===== src/rtl/ixb_pkg.sv =====
`default_nettype none
package ixb_pkg;
  // ----------------------------------------------------------------
  // timing
  // ----------------------------------------------------------------
  localparam int unsigned CLK_HZ          = 10_000_000;
  localparam int unsigned RESET_TIME_US   = 1000;
  localparam int unsigned RESET_CYCLES    = (CLK_HZ / 1_000_000) * RESET_TIME_US;
  localparam int unsigned RDY_TIMER_CYC   = 4;
  localparam int unsigned RST_CNT_W       = 14;
  localparam int unsigned RDY_CNT_W       = 4;
  // ----------------------------------------------------------------
  // codes and reset values
  // ----------------------------------------------------------------
  localparam logic [2:0]  DMA_ACK_IDLE    = 3'h4;
  localparam logic [15:0] PORT_RANGE_BASE = 16'h0800;
  localparam logic [15:0] PORT_RANGE_TOP  = 16'h08ff;
  localparam int unsigned STRAP_BIT_POS   = 2;
  // ----------------------------------------------------------------
  // cycle kinds
  // ----------------------------------------------------------------
  typedef enum logic [1:0] {IXB_MEM_RD, IXB_MEM_WR, IXB_IO_RD, IXB_IO_WR} ixb_kind_t;
endpackage
`default_nettype wire


===== src/rtl/ixb_cyc_if.sv =====
`default_nettype none
interface ixb_cyc_if;
  logic start;
  logic ready_in;
  logic zws_n_in;
  logic busy;
  logic done;
  modport ctl (input start, input ready_in, input zws_n_in, output busy, output done);
  modport top (output start, output ready_in, output zws_n_in, input busy, input done);
endinterface
`default_nettype wire


===== src/rtl/ixb_cycle_timer.sv =====
`default_nettype none
// ----------------------------------------------------------------
// cycle length timer: default count, stretched by ready, cut by zws
// ----------------------------------------------------------------
module ixb_cycle_timer #(
  parameter int unsigned DEFAULT_CYC = ixb_pkg::RDY_TIMER_CYC
) (
  // clock and reset
  input wire logic clk_sys,
  input wire logic rst_n,
  // cycle control
  ixb_cyc_if.ctl   cyc
);
  typedef struct packed {
    logic                           busy;
    logic                           done;
    logic [ixb_pkg::RDY_CNT_W-1:0]  cnt;
  } ixb_tmr_t;

  ixb_tmr_t s_q;
  ixb_tmr_t s_d;

  always_comb
  begin
    s_d      = s_q;
    s_d.done = 1'b0;
    if (!s_q.busy)
    begin
      if (cyc.start)
      begin
        s_d.busy = 1'b1;
        s_d.cnt  = ixb_pkg::RDY_CNT_W'(DEFAULT_CYC);
      end
    end
    else if (!cyc.zws_n_in)
    begin
      s_d.busy = 1'b0;
      s_d.done = 1'b1;
    end
    else if (s_q.cnt != '0)
    begin
      s_d.cnt = s_q.cnt - 1'b1;
    end
    else if (cyc.ready_in)
    begin
      s_d.busy = 1'b0;
      s_d.done = 1'b1;
    end
  end

  always_ff @(posedge clk_sys or negedge rst_n)
  begin
    if (!rst_n)
      s_q <= '0;
    else
      s_q <= s_d;
  end

  assign cyc.busy = s_q.busy;
  assign cyc.done = s_q.done;
endmodule
`default_nettype wire


===== src/rtl/ixb_ctrl.sv =====
`default_nettype none
// Summary of operation
// - a slave holding ready low stretches the cycle past the default timer.
// - zero-wait-state from a slave ends the cycle before the timer expires.
// - address latch enable marks a valid address on the bus.
// - address enable stays high throughout DMA cycles.
// - terminal count is driven when the active DMA count runs out.
// - encoded acknowledge carries the winning channel, idle value 100b.
// - mode strap sampled after power-up picks reset or activity function.
// - alternate mode drives bus reset for 1 ms after power-good, hot reset, reset drive.
// - alternate mode bus reset follows the inverse of host PCI reset.
// - PC mode drives activity indicator on any selected break event.
// - xbus read low passes xbus data onto system data.
// - xbus read pin is sampled after reset, in either mode, into port bit 2.
// - buffer enable active whenever an access decodes to the xbus.
// - alternate mode first select is boot ROM chip select, default timing.
// - alternate mode second select covers I/O ports 800h to 8FFh.
// - PC mode both selects form a two-bit encoded xbus address.
module ixb_ctrl #(
  parameter int unsigned RESET_CYC = ixb_pkg::RESET_CYCLES
) (
  // clock and reset
  input  wire logic              clk_sys,
  input  wire logic              rst_n,
  // host side cycle request
  input  wire logic              cyc_start,
  input  wire ixb_pkg::ixb_kind_t cyc_kind,
  input  wire logic [15:0]       cyc_addr,
  input  wire logic              cyc_dma,
  input  wire logic              cyc_is_xbus,
  input  wire logic              cyc_is_rom,
  input  wire logic [1:0]        cyc_xbus_dev,
  output logic                   cyc_busy,
  output logic                   cyc_done,
  // dma controller side
  input  wire logic              dma_grant,
  input  wire logic [2:0]        dma_channel,
  input  wire logic              dma_count_zero,
  // reset and power management sources
  input  wire logic              pci_reset_n,
  input  wire logic              hot_reset_set,
  input  wire logic              reset_drive_set,
  input  wire logic [31:0]       break_event_enable,
  input  wire logic [31:0]       break_event_src,
  // pins in
  input  wire logic              power_good_in,
  input  wire logic              mode_strap_in,
  input  wire logic              iochrdy_in,
  input  wire logic              zws_n_in,
  input  wire logic              xbus_read_n_in,
  // isa pins out
  output logic                   bale_out,
  output logic                   aen_out,
  output logic                   tc_out,
  output logic [2:0]             encoded_dma_ack,
  output logic                   bus_reset_out,
  output logic                   power_mgmt_active_n,
  // xbus pins out
  output logic                   xbus_read_n,
  output logic                   xbus_read_n_oe_n,
  output logic                   xbus_buffer_enable_n,
  output logic                   xbus_select_lo,
  output logic                   xbus_select_hi,
  // status
  output logic                   alt_mode,
  output logic                   strap_sense_bit
);
  typedef struct packed {
    logic [1:0]               pg_s;
    logic [1:0]               rdy_s;
    logic [1:0]               zws_s;
    logic [1:0]               xrd_s;
    logic [1:0]               strap_s;
    logic                     pg_prev;
    logic                     settle;
    logic                     sampled;
    logic                     alt;
    logic                     sense;
    logic                     strap_due;
    logic                     oe_n;
    logic [ixb_pkg::RST_CNT_W-1:0] rst_cnt;
    logic                     active;
    logic                     bale;
    logic                     aen;
    logic                     tc;
    logic [2:0]               ack;
    logic                     busrst;
    logic                     power_mgmt_active_n_n;
    logic                     xrd_n;
    logic                     xoe_n;
    logic                     sel_lo;
    logic                     sel_hi;
    logic                     done;
    logic                     xbus;
    logic                     rd;
    logic                     rom;
    logic                     prt;
    logic [1:0]               dev;
  } ixb_st_t;

  ixb_st_t s_q;
  ixb_st_t s_d;
  ixb_cyc_if cyc ();

  function automatic logic in_port_range(input logic [15:0] a);
    in_port_range = (a >= ixb_pkg::PORT_RANGE_BASE) && (a <= ixb_pkg::PORT_RANGE_TOP);
  endfunction

  assign cyc.start    = cyc_start && !s_q.active;
  assign cyc.ready_in = s_q.rdy_s[1];
  assign cyc.zws_n_in = s_q.zws_s[1];

  ixb_cycle_timer u_tmr (
    .clk_sys (clk_sys),
    .rst_n   (rst_n),
    .cyc     (cyc)
  );

  always_comb
  begin
    s_d         = s_q;
    s_d.pg_s    = {s_q.pg_s[0], power_good_in};
    s_d.rdy_s   = {s_q.rdy_s[0], iochrdy_in};
    s_d.zws_s   = {s_q.zws_s[0], zws_n_in};
    s_d.xrd_s   = {s_q.xrd_s[0], xbus_read_n_in};
    s_d.strap_s = {s_q.strap_s[0], mode_strap_in};
    s_d.pg_prev = s_q.pg_s[1];
    s_d.done    = cyc.done;
    s_d.bale    = 1'b0;
    // ----------------------------------------------------------------
    // strap sampling after reset release
    // ----------------------------------------------------------------
    // wait until the synchronisers carry pin levels, not their reset values
    if (!s_q.settle)
    begin
      s_d.settle = 1'b1;
    end
    else if (!s_q.sampled)
    begin
      s_d.sampled   = 1'b1;
      s_d.strap_due = 1'b1;
    end
    else if (s_q.strap_due)
    begin
      s_d.strap_due = 1'b0;
      s_d.alt       = s_q.strap_s[1];
      s_d.sense     = s_q.xrd_s[1];
    end
    // read pin stays released until its strap level has been taken
    s_d.oe_n = !s_d.sampled || s_d.strap_due;
    // ----------------------------------------------------------------
    // bus reset stretch
    // ----------------------------------------------------------------
    if ((s_q.pg_s[1] && !s_q.pg_prev) || hot_reset_set || reset_drive_set)
      s_d.rst_cnt = ixb_pkg::RST_CNT_W'(RESET_CYC);
    else if (s_q.rst_cnt != '0)
      s_d.rst_cnt = s_q.rst_cnt - 1'b1;
    s_d.busrst  = s_q.alt && (!pci_reset_n || (s_d.rst_cnt != '0));
    s_d.power_mgmt_active_n_n = s_q.alt || ((break_event_enable & break_event_src) == '0);
    // ----------------------------------------------------------------
    // dma indications
    // ----------------------------------------------------------------
    s_d.ack = dma_grant ? dma_channel : ixb_pkg::DMA_ACK_IDLE;
    s_d.tc  = dma_grant && dma_count_zero;
    // ----------------------------------------------------------------
    // bus cycle
    // ----------------------------------------------------------------
    if (cyc.start)
    begin
      s_d.active = 1'b1;
      s_d.bale   = 1'b1;
      s_d.aen    = cyc_dma;
      s_d.xbus   = cyc_is_xbus || (s_q.alt && (cyc_is_rom ||
                   (cyc_kind inside {ixb_pkg::IXB_IO_RD, ixb_pkg::IXB_IO_WR} &&
                    in_port_range(cyc_addr))));
      s_d.rd     = cyc_kind inside {ixb_pkg::IXB_MEM_RD, ixb_pkg::IXB_IO_RD};
      s_d.rom    = cyc_is_rom && cyc_kind inside {ixb_pkg::IXB_MEM_RD, ixb_pkg::IXB_MEM_WR};
      s_d.prt    = cyc_kind inside {ixb_pkg::IXB_IO_RD, ixb_pkg::IXB_IO_WR} &&
                   in_port_range(cyc_addr);
      s_d.dev    = cyc_xbus_dev;
    end
    else if (cyc.done)
    begin
      s_d.active = 1'b0;
      s_d.aen    = 1'b0;
      s_d.xbus   = 1'b0;
      s_d.rom    = 1'b0;
      s_d.prt    = 1'b0;
      s_d.rd     = 1'b0;
    end
    s_d.xoe_n = !s_d.xbus;
    s_d.xrd_n = !(s_d.xbus && s_d.rd);
    if (s_q.alt)
    begin
      s_d.sel_lo = s_d.rom;
      s_d.sel_hi = s_d.prt;
    end
    else
    begin
      s_d.sel_lo = s_d.xbus & s_d.dev[0];
      s_d.sel_hi = s_d.xbus & s_d.dev[1];
    end
  end

  always_ff @(posedge clk_sys or negedge rst_n)
  begin
    if (!rst_n)
    begin
      s_q         <= '0;
      s_q.ack     <= ixb_pkg::DMA_ACK_IDLE;
      s_q.power_mgmt_active_n_n <= 1'b1;
      s_q.xrd_n   <= 1'b1;
      s_q.xoe_n   <= 1'b1;
      s_q.oe_n    <= 1'b1;
      s_q.pg_s    <= 2'h0;
      s_q.rdy_s   <= 2'h3;
      s_q.zws_s   <= 2'h3;
      s_q.xrd_s   <= 2'h3;
    end
    else
      s_q <= s_d;
  end

  assign cyc_busy             = s_q.active;
  assign cyc_done             = s_q.done;
  assign bale_out             = s_q.bale;
  assign aen_out              = s_q.aen;
  assign tc_out               = s_q.tc;
  assign encoded_dma_ack      = s_q.ack;
  assign bus_reset_out        = s_q.busrst;
  assign power_mgmt_active_n  = s_q.power_mgmt_active_n_n;
  assign xbus_read_n          = s_q.xrd_n;
  assign xbus_read_n_oe_n     = s_q.oe_n;
  assign xbus_buffer_enable_n = s_q.xoe_n;
  assign xbus_select_lo       = s_q.sel_lo;
  assign xbus_select_hi       = s_q.sel_hi;
  assign alt_mode             = s_q.alt;
  assign strap_sense_bit      = s_q.sense;
endmodule
`default_nettype wire


===== config.mk =====
export PLATFORM = sky130hd
export DESIGN_NAME = ixb_ctrl
export DESIGN_NICKNAME = d
export VERILOG_FILES = /design/src/rtl/ixb_pkg.sv /design/src/rtl/ixb_cyc_if.sv /design/src/rtl/ixb_cycle_timer.sv /design/src/rtl/ixb_ctrl.sv
export SDC_FILE = /design/constraint.sdc
export NUM_CORES = 1
export LEC_CHECK = 0
export BUFFER_PORTS_ARGS = -buffer_cell sky130_fd_sc_hd__buf_4
export CORE_UTILIZATION = 35
export DETAILED_ROUTE_END_ITERATION = 16
export GPL_TIMING_DRIVEN = 0
export PLACE_DENSITY = 0.74
export SLEW_MARGIN = 40
export SYNTH_ARGS = -nofsm -noshare
export SYNTH_HDL_FRONTEND = slang
export SYNTH_SLANG_ARGS = --single-unit

===== constraint.sdc =====
create_clock -name clk_sys -period 6.45 [get_ports clk_sys]
set_input_delay 0.3225 -clock clk_sys [delete_from_list [all_inputs] [get_ports clk_sys]]
set_output_delay 0.3225 -clock clk_sys [all_outputs]
set_load 0.02 [all_outputs]

### Word level (Yosys, flattened, before mapping)

Cells that the tools add are included.

* add/subtract/negate cells: 2
* $mul: 0
* div/mod/pow operators: 0
* $lt $le $gt $ge: 2
* equal/unequal tests: 5
* shifts and indexed selects: 0
* mux-type cells: 24
* bitwise operators: 3
* reductions and logical operators: 34

Operators with widths (count)
* AND 32 bit: 1
* zero test 32 bit: 1
* 2-to-1 mux 14 bit: 2
* 2-to-1 mux 4 bit: 7
* nonzero test 14 bit: 2
* greater-or-equal comparator 16 x 12 -> 1 bit (second input constant): 1
* <= comparator 16 x 12 -> 1 bit (second input constant): 1
* subtractor 14 x 1 -> 14 bit (second input constant): 1
* 2-to-1 mux 2 bit: 6
* nonzero test 2 bit: 5
* logical AND 1 bit: 9
* logical OR 1 bit: 7
* 2-to-1 mux 1 bit: 7
* zero test 1 bit: 6
* 2-to-1 mux 3 bit: 2
* AND reduction 3 bit: 2
* == test 2 bit (second input constant): 2
* inequality test 2 bit (second input constant): 2
* nonzero test 4 bit: 1
* subtractor 4 x 1 -> 4 bit (second input constant): 1
* AND 1 bit: 2
* == test 2 x 1 -> 1 bit (second input constant): 1
* zero test 2 bit: 1

* flip-flop bits (word level): 57
* bits in latches: 0
* RAM bits: 0
* bits in read-only memories: 0
* bits of input ports: 103
* output and inout port bits: 17
* logic and storage cells: 103
* memories: 0

### Logic depth before layout (Yosys ltp)

* depth after elaboration: 9
* depth in mapped cells: 9
* depth with buffers taken out: 8

### Cells and area by module

From an unflattened synthesis, not the netlist that was laid out.

* cells, all modules: 237
* area, all modules: 2628.8 sq um

By module, submodules not included
* ixb_ctrl: instances 1, cells an instance 203, area an instance 2269.7 sq um, sequential area each 1290.0 sq um
* ixb_cycle_timer: instances 1, cells an instance 34, area an instance 359.1 sq um, sequential area each 150.1 sq um

### Worst setup path after synthesis

Ideal clock, no wire load.

* path type: register to register
* start: reg s_q[20] in the netlist's numbering
* end: reg s_q (netlist bit bus_reset_out)
* setup time: 0.129 ns
* arrival: 2.244 ns
* required time: 6.321 ns
* path slack: 4.077 ns
* stages on the path, launching flop included: 9
* path buffers: 0
* clock period less this slack: 2.373 ns
* path through: dfrtp_1 > inv_2 > ha_1 > nor4b_4 > nand4_1 > xor2_1 > nand2_1 > or4_1 > o41a_1

RTL lines
* start, declared: RTL line ixb_ctrl.sv:101 `ixb_st_t s_q;`

==> results.cfg <==
[status]
status = finished clean

[worst_setup_path]
r2r_start = s_q[21]
worst_setup_path_end_kind = flop
cp-start-kind = flop
worstPathCellList = inv_1 > ha_1 > nor4b_4 > nand4_1 > xor2_1 > nand2_1 > or4_1 > o41a_1
critical_path_class = reg2reg
cp_data_required_time_ns = 6.66
reg2reg_slack_ns = 3.81
rr_worst_depth = 8
crit_path_max_incr_delay_ns = 0.52
slowest_stage = or4_1
cp.arrival_ns = 2.85
worst_setup_path_endpoint = bus_reset_out
regToRegEndpoint = bus_reset_out
crit_path_start = s_q[21]
cp_max_fo = 9

[logic_synthesis]
synth.avg_cell_area_um2 = 11.0
synth_top_family_by_area = simple AND/OR/NAND/NOR gates
synthMuxAreaShare_pct = 2.58
synth-compound-area-share_pct = 14.2
syn-cell-area_um2 = 2520
synth_edf_count = 0
ys.warnings.count = 0
synthAdderAreaFrac_pct = 1.49
syn_nets = 336
synth-main-ff-cell = dfrtp_1
yosys.area_share.simple_pct = 18.1
synth_xor_area_share_pct = 2.78
syn_inst = 230
synthArstFlopShare_pct = 100
synth_cell_types = 49
ys_seq_area_share_pct = 57.1
ys_ff_latch = 57

[timing]
finalSetupViolations = 0
fin_ws_ns = 3.81
finalSetupTns_ns = 0
worst_slew_pin_slew_ns = 0.671
layout_min_cycle_time_ns = 2.64
slew_headroom_pct = 55.2
min_period_over_period_pct = 40.9
rsz0062_at_grt = no
drv_slew = 0
fin_skew_ns = 0.00719
hold_viol = 0
timing.fmax_mhz = 379

[global_routing]
antenna_found_initial = 0
grtUsageMet1_pct = 19.3
grtUsageMet3_pct = 3.70
grt_pass1_wl_um = 8920
grt_overflow = 0
met2_usage_pct = 25.2
track_usage_pct = 15.6
grt_pass1_vias = 2021
grt_start_max_net_pins = 58
top_usage_layer = met2

[clock_network]
cts_resized = 0
cts_setup_buffers = 0
hold_buffers = 0
path_clk_slew_ns = 0.07
root_buffer = clkbuf_8
clock_latency_ns = 0.33
cts_buffers = 9
clockBufferDepth = 2
clock_sinks = 57
cts_tree = yes
cts.htree.levels = 3

[route]
drc = 0
vias_per_cell = 4.82
drt_iter0_markers = 215
routedWlPerCell_um = 12.6
drtPass1Iterations = 6
ant_nets = 0
drt-total-wl_um = 5690
dr_total_vias = 2183

[floorplanning]
dieArea_um2 = 7550
boundaryPins = 120
fp.dieW_um = 86.9
die_y_um = 86.9
coreArea_um2 = 6870
initial_core_util_pct = 36.7
rows = 30

[finish]
nets = 458
instances_no_fill = 453
area_growth_pct = 45.5
drive_above_1_share_pct = 42.3
num_antenna_cells = 0
design_area_um2 = 3670

[place]
place.gp.congestion = 0.872
port-buffer-count = 111
dpl.hpwl_um = 4290
dpl-instance-area_um2 = 3470
placed_cells = 437
dp_slack_ns = 3.85

[hold_path]
hold_class = in2async

[power]
p_per_area_nw_per_um2 = 284
power_mw = 1.04
irDropWorstVdd_v = 0.000178
p_leak_nw = 1.69

[flow_run]
cap_violations = 0
-- area by class of cell --
class	count	area, µm²
Fill cell	617	3200
Sequential cell	57	1440
Multi-Input combinational cell	152	991
Timing Repair Buffer	111	833
Clock buffer	9	124
Tap cell	96	120
Clock inverter	7	70.1
Inverter	14	52.6
Buffer	7	37.5
-- kinds of logic after synthesis --
kind of cell,after synthesis
xor gates and xnor gates,8
DFF,57
AOI/OAI and AO/OA,53
and+or+nand+nor,81
adders and majority gates,3
other,1
buffers and inverters,21
muxes,6
-- Yosys cell counts (all sizes together) (2+ instances only) --
cell | instances | area share, %
clkbuf | 4 | 0.60
o21ai | 19 | 3.8
a221oi | 2 | 0.69
a22oi | 12 | 3.6
and2 | 3 | 0.74
nand3 | 11 | 2.2
nand3b | 5 | 1.5
or4 | 3 | 0.89
or2 | 2 | 0.50
mux2i | 2 | 0.79
nor4 | 2 | 1.1
xor2 | 4 | 1.4
dfrtp | 46 | 46
nor2 | 21 | 3.1
or3 | 2 | 0.50
dfstp | 11 | 11
nor3 | 2 | 0.40
a22o | 2 | 0.69
nor4b | 3 | 1.6
ha | 3 | 1.5
buf | 3 | 0.89
nand2b | 2 | 0.50
xnor2 | 4 | 1.4
a31o | 2 | 0.69
a21oi | 5 | 0.99
o211ai | 2 | 0.60
nand4 | 7 | 1.7
o31ai | 3 | 0.89
mux2 | 4 | 1.8
nand2 | 14 | 2.1
inv | 14 | 2.1
-- state kept, by name, summed over array words and instances (netlist names), 3 cells and up --
register	flops
s_q	26
s_d	6
u_tmr.s_q	4
encoded_dma_ack	3
-- worst min-delay path by stage --
| stage | start | to | slack [ns] | cells after the start |
|---|---|---|---|---|
| 2_1_floorplan | rst_n | aen_out | 0.03 | 0 |
| 3_3_place_gp | s_d[50] | s_d[40] | 0.34 | 0 |
| 3_5_place_dp | s_d[50] | s_d[40] | 0.34 | 0 |
| 4_1_cts | rst_n | u_tmr.cyc.busy | 0.05 | 1 |
| 5_1_grt | iochrdy_in | s_d[48] | 0.07 | 1 |
| 6_report | rst_n | strap_sense_bit | 0.03 | 1 |
-- worst max-delay path, delay by kind of cell (launching register included) --
| kind | cells | cell delay (ns) |
|---|---|---|
| compound gates | 1 | 0.43 |
| buf+inv | 1 | 0.10 |
| flops | 1 | 0.40 |
| xor+xnor | 1 | 0.17 |
| fa+ha+maj | 1 | 0.19 |
| simple gates | 4 | 1.23 |
-- layout by cell type (no fill, tap or decap), types with 7 or more instances in the layout --
master / synthesis / routed
nor2_1: 21 / 21
a22oi_1: 12 / 12
nand4_1: 7 / 7
dfstp_2: 11 / 11
nand2_1: 14 / 14
inv_1: 11 / 11
dfrtp_1: 46 / 46
clkbuf_8: 0 / 9
buf_4: 3 / 114
nand3_1: 11 / 11
o21ai_1: 10 / 10
o21ai_0: 9 / 9
-- stage by stage --
| stage | utilization (%) | hold WS (ns) |
|---|---|---|
| floorplan | - | 0.0269 |
| detailed placement | 50.6 | 0.343 |
| global placement | 50.6 | 0.336 |
| global route | 53.4 | 0.0670 |
| CTS | 53.4 | 0.0482 |
| finish | 53.4 | 0.0315 |
-- report_power, final --
| group | total, mW | internal, mW | switching (mW) |
|---|---|---|---|
| clock network | 0.323 | 0.178 | 0.145 |
| logic | 0.261 | 0.128 | 0.133 |
| registers | 0.457 | 0.424 | 0.0322 |
| total | 1.04 | 0.730 | 0.310 |
-- per-layer routing --
metal	up-vias	part of all wire, %	wire, µm
met2	68	50	2870
met1	1033	42	2380
li1	1070	-	-
met4	0	1.9	106
met5	-	0	0
met3	12	5.8	328
No activity file was read; power rests on OpenSTA's default activity.
